==> src/include/ips_pkg.sv <==
// Package: constants for the interrupt priority level selector
package ips_pkg;
	localparam logic [7:0] LEVEL_REG_ADDR = 8'hb8;
	localparam logic [7:0] LEVEL_REG_RESET = 8'h80;
	localparam logic [7:0] LEVEL_RO_MASK = 8'h80;
	localparam logic [7:0] LEVEL_WR_MASK = 8'h7f;
	localparam int NUM_SRC = 7;
	localparam logic [2:0] BIT_ADDR_BASE = 3'h0;
	// Source index = bit position in the level register
	localparam int SRC_EXT_A = 0;
	localparam int SRC_TIMER0 = 1;
	localparam int SRC_EXT_B = 2;
	localparam int SRC_TIMER1 = 3;
	localparam int SRC_ASYNC = 4;
	localparam int SRC_TIMER2 = 5;
	localparam int SRC_SERIAL = 6;
	localparam int UNUSED_BIT = 7;
	localparam logic [2:0] NO_VECTOR = 3'h7;
	typedef enum logic [2:0] {
		ST_IDLE = 3'b001,
		ST_LOW = 3'b010,
		ST_HIGH = 3'b100
	} ips_state_t;
endpackage : ips_pkg

==> src/logic/ips_level_select.sv <==
// Interrupt priority level register and two-level request arbiter
`timescale 1ns/100ps
// Contract
// Level register sits at address 0xb8, bit addressable, resets to 0x80.
// Bit 7 always reads one; writes to it are ignored.
// Bit 6 selects serial peripheral level: zero low, one high.
// Bit 5 selects timer 2 level: zero low, one high.
// Bit 4 selects async serial port level: zero low, one high.
// Bit 3 selects timer 1 level: zero low, one high.
// Bit 2 selects external line b level: zero low, one high.
// Bit 1 selects timer 0 level: zero low, one high.
// Bit 0 selects external line a level: zero low, one high.
// High level served first, preempts low handler; low never preempts.
module ips_level_select
	import ips_pkg::*;
(
	input wire logic clk, // Core clock
	input wire logic rstn, // Async reset, active low
	input wire logic regWrEn, // Byte write strobe
	input wire logic regRdEn, // Byte read strobe
	input wire logic [7:0] regAddr, // Special-function address
	input wire logic [7:0] regWrData, // Byte write data
	input wire logic bitWrEn, // Single-bit write strobe
	input wire logic [2:0] bitSel, // Bit within level register
	input wire logic bitWrVal, // Value of single-bit write
	input wire logic [NUM_SRC-1:0] srcReq, // Pending source requests
	input wire logic globalEn, // Core allows interrupts
	input wire logic vecTaken, // Core entered handler
	input wire logic handlerDone, // Core returned from handler
	output logic [7:0] regRdData, // Read data, registered
	output logic regRdHit, // Read addressed this register
	output logic [NUM_SRC-1:0] srcLevel, // Per-source level, 1 = high
	output logic irqValid, // A request may be taken now
	output logic [2:0] irqVec, // Winning source index
	output logic irqHigh, // Winner is high level
	output logic inHigh, // High handler running
	output logic inLow // Low handler running
);
	logic [NUM_SRC-1:0] level_ff;
	logic [NUM_SRC-1:0] nxt_level;
	ips_state_t state_ff;
	ips_state_t nxt_state;
	logic lowSuspended_ff;
	logic hiFound;
	logic loFound;
	logic [2:0] hiIdx;
	logic [2:0] loIdx;
	logic addrHit;
	logic [7:0] levelView;

	////////////////////////////////////////////////////////////////////
	// Register write path

	assign addrHit = (regAddr == LEVEL_REG_ADDR);

	// Byte writes drop bit 7; bit writes to bit 7 fall outside the loop
	generate
		for (genvar g = 0; g < NUM_SRC; g++) begin : g_lvl
			always_comb begin
				nxt_level[g] = level_ff[g];
				if (regWrEn && addrHit && LEVEL_WR_MASK[g])
					nxt_level[g] = regWrData[g];
				else if (bitWrEn && bitSel == 3'(g))
					nxt_level[g] = bitWrVal;
			end
		end
	endgenerate

	// Level bits take their reset from the documented pattern
	always_ff @(posedge clk or negedge rstn) begin
		if (!rstn)
			level_ff <= LEVEL_REG_RESET[NUM_SRC-1:0];
		else
			level_ff <= nxt_level;
	end

	////////////////////////////////////////////////////////////////////
	// Register read path

	// Unused top bit is hard-wired so no flop can ever clear it
	assign levelView = {LEVEL_RO_MASK[UNUSED_BIT], level_ff};

	always_ff @(posedge clk or negedge rstn) begin
		if (!rstn) begin
			regRdData <= 8'h00;
			regRdHit <= 1'b0;
		end else begin
			regRdHit <= regRdEn && addrHit;
			regRdData <= (regRdEn && addrHit) ? levelView : 8'h00;
		end
	end

	// Level bits shown to the core straight from their flops
	assign srcLevel = level_ff;

	////////////////////////////////////////////////////////////////////
	// Arbitration: split requests by level, pick within each

	ips_pick u_pick_hi (
		.req(srcReq & level_ff),
		.found(hiFound),
		.idx(hiIdx)
	);

	ips_pick u_pick_lo (
		.req(srcReq & ~level_ff),
		.found(loFound),
		.idx(loIdx)
	);

	////////////////////////////////////////////////////////////////////
	// Handler nesting state
	// Low handler may be suspended under a high one; one level deep only

	always_comb begin
		nxt_state = state_ff;
		case (state_ff)
			ST_IDLE: begin
				if (vecTaken && irqValid)
					nxt_state = irqHigh ? ST_HIGH : ST_LOW;
			end
			ST_LOW: begin
				if (vecTaken && irqValid && irqHigh)
					nxt_state = ST_HIGH;
				else if (handlerDone)
					nxt_state = ST_IDLE;
			end
			ST_HIGH: begin
				if (handlerDone)
					nxt_state = lowSuspended_ff ? ST_LOW : ST_IDLE;
			end
			default: nxt_state = ST_IDLE;
		endcase
	end

	always_ff @(posedge clk or negedge rstn) begin
		if (!rstn)
			state_ff <= ST_IDLE;
		else
			state_ff <= nxt_state;
	end

	// Remember a preempted low handler so return resumes it
	always_ff @(posedge clk or negedge rstn) begin
		if (!rstn)
			lowSuspended_ff <= 1'b0;
		else if (state_ff == ST_LOW && nxt_state == ST_HIGH)
			lowSuspended_ff <= 1'b1;
		else if (state_ff == ST_HIGH && handlerDone)
			lowSuspended_ff <= 1'b0;
	end

	////////////////////////////////////////////////////////////////////
	// Request offered to the core, registered

	always_ff @(posedge clk or negedge rstn) begin
		if (!rstn) begin
			irqValid <= 1'b0;
			irqVec <= NO_VECTOR;
			irqHigh <= 1'b0;
		end else begin
			irqValid <= 1'b0;
			irqVec <= NO_VECTOR;
			irqHigh <= 1'b0;
			if (globalEn && !vecTaken && !handlerDone) begin
				// High wins over low; nothing preempts a high handler
				if (hiFound && nxt_state != ST_HIGH) begin
					irqValid <= 1'b1;
					irqVec <= hiIdx;
					irqHigh <= 1'b1;
				end else if (loFound && nxt_state == ST_IDLE) begin
					irqValid <= 1'b1;
					irqVec <= loIdx;
				end
			end
		end
	end

	// Handler status flags for the core
	always_ff @(posedge clk or negedge rstn) begin
		if (!rstn) begin
			inHigh <= 1'b0;
			inLow <= 1'b0;
		end else begin
			inHigh <= (nxt_state == ST_HIGH);
			inLow <= (nxt_state == ST_LOW) ||
				(nxt_state == ST_HIGH && (lowSuspended_ff ||
				state_ff == ST_LOW));
		end
	end
endmodule : ips_level_select

==> src/logic/ips_pick.sv <==
// Fixed-order picker: lowest numbered requesting source wins
`timescale 1ns/100ps
module ips_pick
	import ips_pkg::*;
(
	input wire logic [NUM_SRC-1:0] req, // Candidate requests
	output logic found, // Any candidate present
	output logic [2:0] idx // Index of winner
);
	// Scan from high index down so the lowest index is the last to win
	always_comb begin
		found = 1'b0;
		idx = NO_VECTOR;
		for (int i = NUM_SRC - 1; i >= 0; i--) begin
			if (req[i]) begin
				found = 1'b1;
				idx = 3'(i);
			end
		end
	end
endmodule : ips_pick

==> config.mk <==
export PLATFORM = sky130hd
export DESIGN_NAME = ips_level_select
export DESIGN_NICKNAME = d
export VERILOG_FILES = /design/src/include/ips_pkg.sv /design/src/logic/ips_level_select.sv /design/src/logic/ips_pick.sv
export SDC_FILE = /design/constraint.sdc
export NUM_CORES = 1
export LEC_CHECK = 0
export BUFFER_PORTS_ARGS = -buffer_cell sky130_fd_sc_hd__buf_2
export CORE_MARGIN = 1.5
export CORE_UTILIZATION = 25
export CTS_BUF_LIST = sky130_fd_sc_hd__clkbuf_4
export CTS_CLUSTER_SIZE = 30
export DETAILED_ROUTE_END_ITERATION = 8
export RECOVER_POWER = 50
export SYNTH_ARGS = -nofsm -noshare
export SYNTH_HDL_FRONTEND = slang
export SYNTH_SLANG_ARGS = --single-unit
==> constraint.sdc <==
create_clock -name clk -period 2.15 [get_ports clk]
set_clock_uncertainty 0.1 [all_clocks]
set_input_delay 0.43 -clock clk [delete_from_list [all_inputs] [get_ports clk]]
set_output_delay 0.43 -clock clk [all_outputs]
set_load 0.005 [all_outputs]
Word level (Yosys, flattened, before mapping) --
Index checks and enable logic that the tools add are counted. W data, S select, Z words.
Storage, ports and cells: register bits after elaboration 27, output and inout bits 23, input port bits 35, word-level logic and storage cells 124
Cells by class: multiplexer cells 60, equality and inequality tests 14, reductions and logical operators 31, bitwise logic cells 3
Operators with widths (count):
- $mux W3 | 16
- $mux W1 | 37
- $logic_and A1 B1 Y1 | 18
- $reduce_bool A2 Y1 | 8
- $eq A3 B3 Y1 const B | 5
- $and A7 B7 Y7 | 2
- $eq A3 B2 Y1 const B | 4
- $mux W2 | 5
- $eq A3 B1 Y1 const B | 3
- $pmux W3 S3 | 1
- $eq A8 B8 Y1 const B | 1
- $mux W8 | 1
- $not A7 Y7 | 1
- $logic_not A3 Y1 | 1
- $ne A3 B3 Y1 const B | 1
- $logic_not A1 Y1 | 2
- $logic_or A1 B1 Y1 | 2

Logic depth before layout (Yosys ltp) --
depth after elaboration 13, mapped depth 6, gate-level depth less buffers 5

Hierarchy --
From an unflattened synthesis, not the netlist that was laid out.
Unflattened totals: cell total of the unflattened synthesis 144, area total of the unflattened synthesis 1488.9 um^2
By module, submodules not included:
- ips_level_select | seq. area each 655.6 um^2, cells an instance 124, area each 1368.8 um^2, instances 1
- ips_pick | seq. area each 0.0 um^2, cells an instance 10, area each 60.1 um^2, instances 2

Worst setup path before layout --
Ideal clock, no wire load.
path type register to register, start point register state_ff[1], end point register irqVec[2], arrival 1.721 ns, buffers on the path 1, cell stages (with the launch flop) 7, setup slack 0.247 ns, period minus slack after synthesis 1.903 ns, library setup time 0.082 ns, required time 1.968 ns, cells stage by stage dfrtp_1 -> buf_6 -> or4b_4 -> o31ai_4 -> a41o_4 -> mux2_1 -> a22oi_1
Between the ends: elaborated cells on any way between the ends 15, those cells by class eq/ne: 5; mux: 8; reduce/logical: 2
RTL lines:
- from (decl) | RTL line ips_level_select.sv:41 | ips_state_t state_ff;
- from (signal assigned) | RTL line ips_level_select.sv:140 | state_ff <= nxt_state;
- $eq A3 B3 Y1, or another cell as far along | RTL line ips_level_select.sv:117 | case (state_ff)
- $pmux W3 S3 * | RTL line ips_level_select.sv:117
- via nxt_state[2] | RTL line ips_level_select.sv:42 | ips_state_t nxt_state;
- $eq A3 B1 Y1 | RTL line ips_level_select.sv:171 | end else if (loFound && nxt_state == ST_IDLE) begin
- $logic_and A1 B1 Y1 | RTL line ips_level_select.sv:171
- $mux W3 | RTL line ips_level_select.sv:171
- $mux W3 * | RTL line ips_level_select.sv:167 | if (hiFound && nxt_state != ST_HIGH) begin
- $mux W3 * | RTL line ips_level_select.sv:165 | if (globalEn && !vecTaken && !handlerDone) begin
- to (signal assigned) | RTL line ips_level_select.sv:169 | irqVec <= hiIdx;
- to (signal assigned) | RTL line ips_level_select.sv:173 | irqVec <= loIdx;
- to (decl) | RTL line ips_level_select.sv:34 | output logic [2:0] irqVec,
The timed path passes the listed nets; every way through them passes the cells marked *. A chain may end at the register's enable or synchronous reset.

Worst setup path after layout --
Ends and elaborated chain as after synthesis.

==> results.md <==
- Status: completed
- Async set-or-reset flop fraction in the synthesized netlist: 1.000
- Leak: 0.9257 nW
- Synth area leader: dfrtp_1
- Worst setup SP type: register
- Commonest cells post-synth: 22 x dfrtp_1, 12 x nand2_1, 12 x nor2_1
- Internal power: 888.0 uW
- Sequential power share: 0.473
- Non-Filler Cell Area, Final: 0.001867 mm^2
- Initial antenna violation count: 0
- Worst Path Required: 2.31 ns
- First-pass GRT wire length: 5789 um
- Sw power: 366.5 uW
- Area grow syn2layout: 30.99%
- Routability cong.: 0.8492
- Worst-path fanout max: 6
- Ys flop type: dfrtp_1
- Layout cell share with drive strength beyond 1: 0.4000
- Core Rows: 27
- Power per cell area: 672.0 mW/mm^2
- Clock latency on the worst-skew pair: 0.33 ns
- Relative slew margins: 0.5625
- Placement Setup Slack: 0.1299 ns
- Vias per cell: 4.614
- Final number of max-transition violations: 0
- Combinational power share: 0.253
- Top-area cell type share of the netlist area: 0.3863
- Hold Fails Final Rpt: 0
- Fmax achieved: 0.5264 GHz
- DRC Markers: 0
- Yosys warnings: 0
- Initial Util: 0.2588
- RSZ-0062 raised after global routing: no
- Placed insts: 267
- Routed WL: 3617 um
- Port bufs: 56
- Critical path endpoint category: register
- Sw frac: 0.2922
- Via count: 1255
- Max stage delay on crit path: 0.58 ns
- Netlist cell types: 44
- Drt first pass iters: 4
- Die X-Extent: 78.50 um
- I/O pins: 58
- Mapped cell area: 0.001425 mm^2
- MaxCap Viol Count: 0
- Setup ws final: 0.2502 ns
- Final setup viols: 0
- CTS root buf: clkbuf_4
- Clock share of power: 0.274
- Clock slew at reported path FFs: 0.14 ns
- Die H: 78.50 um
- Synth area leaders: dfrtp_1 39%, dfstp_2 7.4%, mux2i_1 4.9%
- Sequential fraction of the synthesis area: 0.4601
- Maximum VDD drop: 0.2948 mV
- Antenna-violating nets left: 0
- Hold path depth: 2
- Clock sinks: 26
- Slowest CP cell: or4b_4
- Num CTS Buffers: 3
- Final critical-path required period: 1.900 ns
- Worst Setup Path Type: reg2reg
- Hold Crit Class: in2reg
- Post-CTS setup buffer count: 0
- Mean area per synthesized cell: 10.48 um^2
- Synthesized Nets: 171
- Post-route insts no fill: 272
- Worst Path Arrival: 2.06 ns
- # nets final: 236
- Post-Syn Instances: 136
- Fin crit share: 0.8836
- H-tree depth: 1
- #FFs+latches synth: 26
- Core area: 0.005507 mm^2
- Clock buffer depth: 2
- DIE AREA: 0.006162 mm^2
- CTS tree: done
- WHS: 0.2271 ns
- Total track usage: 0.1204
- Drt wl/cell: 13.30 um
- Most frequent cell after synthesis: dfrtp_1
- Crit-path cells: or4b_4 -> o31ai_4 -> a41o_4 -> mux2_1 -> a22oi_1
- Setup TNS: 0 ns
- Hpwl dp: 2739 um
- Remaining global-route overflow: 0
- Worst Tran Pin Value: 0.6563 ns
- Vias in the first global route: 1260
- Antenna cells: 0
- Placement Cell Area: 0.001818 mm^2
- Largest net degree at the start of global routing: 27
- Number of synthesized flops with an enable pin: 0
- Reg2reg path depth: 5
- DR iter-0 viols: 47
[cells in the final DEF (no fill, tap or decap), drive strengths merged, types with 4 or more instances in the layout]
cell type   n
dfstp       4
nand2b      7
a21oi      10
nand2      12
dfrtp      22
clkbuf      6
buf        59
nor2       12
nand4b      5
a22oi       4
and3        7
mux2i       7
[power groups by stage]
stage	registers, mW	logic [mW]	clock network [mW]
2_1_floorplan	0.591	0.179	0
3_5_place_dp	0.603	0.318	0
5_1_grt	0.604	0.356	0.367
3_3_place_gp	0.602	0.315	0
4_1_cts	0.594	0.321	0.349
6_report	0.593	0.318	0.343
[worst max-delay path, delay by kind of cell (launching register included)]
kind,cells,cell delay [ns]
AOI/OAI and AO/OA,3,0.43
muxes,1,0.32
and+or+nand+nor,1,0.58
DFF,1,0.41
[area by class of cell]
cell class / instances / area (um^2)
multi-input cells: 106 / 737.0
flip-flops and latches: 26 / 655.6
inverters: 1 / 3.754
clock buffers: 3 / 22.52
well taps: 72 / 90.09
repair buffers: 63 / 327.8
clock inverters: 1 / 30.03
fillers: 575 / 3640
[timing repair]
action,CTS,global route
gates resized for setup,0,0
endpoints found under the hold margin,15,0
hold buffers,1,0
[flip-flops by register name, summed over array words and instances, names as in the netlist]
register,cells
inHigh,1
irqVec,3
srcLevel,7
lowSuspended_ff,1
irqHigh,1
regRdData,8
inLow,1
state_ff,3
irqValid,1
[stage by stage]
| stage | utilization | total power [mW] |
|---|---|---|
| finish | 0.3390 | 1.255 |
| CTS | 0.3415 | 1.265 |
| global route | 0.3390 | 1.326 |
| floorplan | - | 0.7691 |
| detailed placement | 0.3302 | 0.9214 |
| global placement | 0.3302 | 0.9171 |
[per-layer routing]
metal | GRT usage | up-vias | share of wire
li1 | - | 636 | -
met1 | 0.1433 | 582 | 0.46
met2 | 0.2164 | 31 | 0.50
met3 | 0.01512 | 6 | 0.030
met4 | 0.05000 | 0 | 0.016
met5 | 0 | - | 0
[path summary, 6_finish.rpt]
kind	startpoint	endpoint	slack, ns
max in group asynchronous	rstn	irqValid	0.99
max reg2reg	state_ff[1]	irqVec[2]	0.25
min reg2reg	lowSuspended_ff	lowSuspended_ff	0.51
min in group asynchronous	rstn	regRdData[0]	0.53
max	state_ff[1]	irqVec[2]	0.25
min	vecTaken	irqHigh	0.23
[cell families after synthesis]
family                 synth area share
XOR/XNOR                        0.01142
buffers and inverters           0.01843
multiplexers                    0.05707
AND/OR/NAND/NOR                  0.2783
AO/OA/AOI/OAI                    0.1747
flip-flops                       0.4601
No activity file was read; power rests on OpenSTA's default activity.
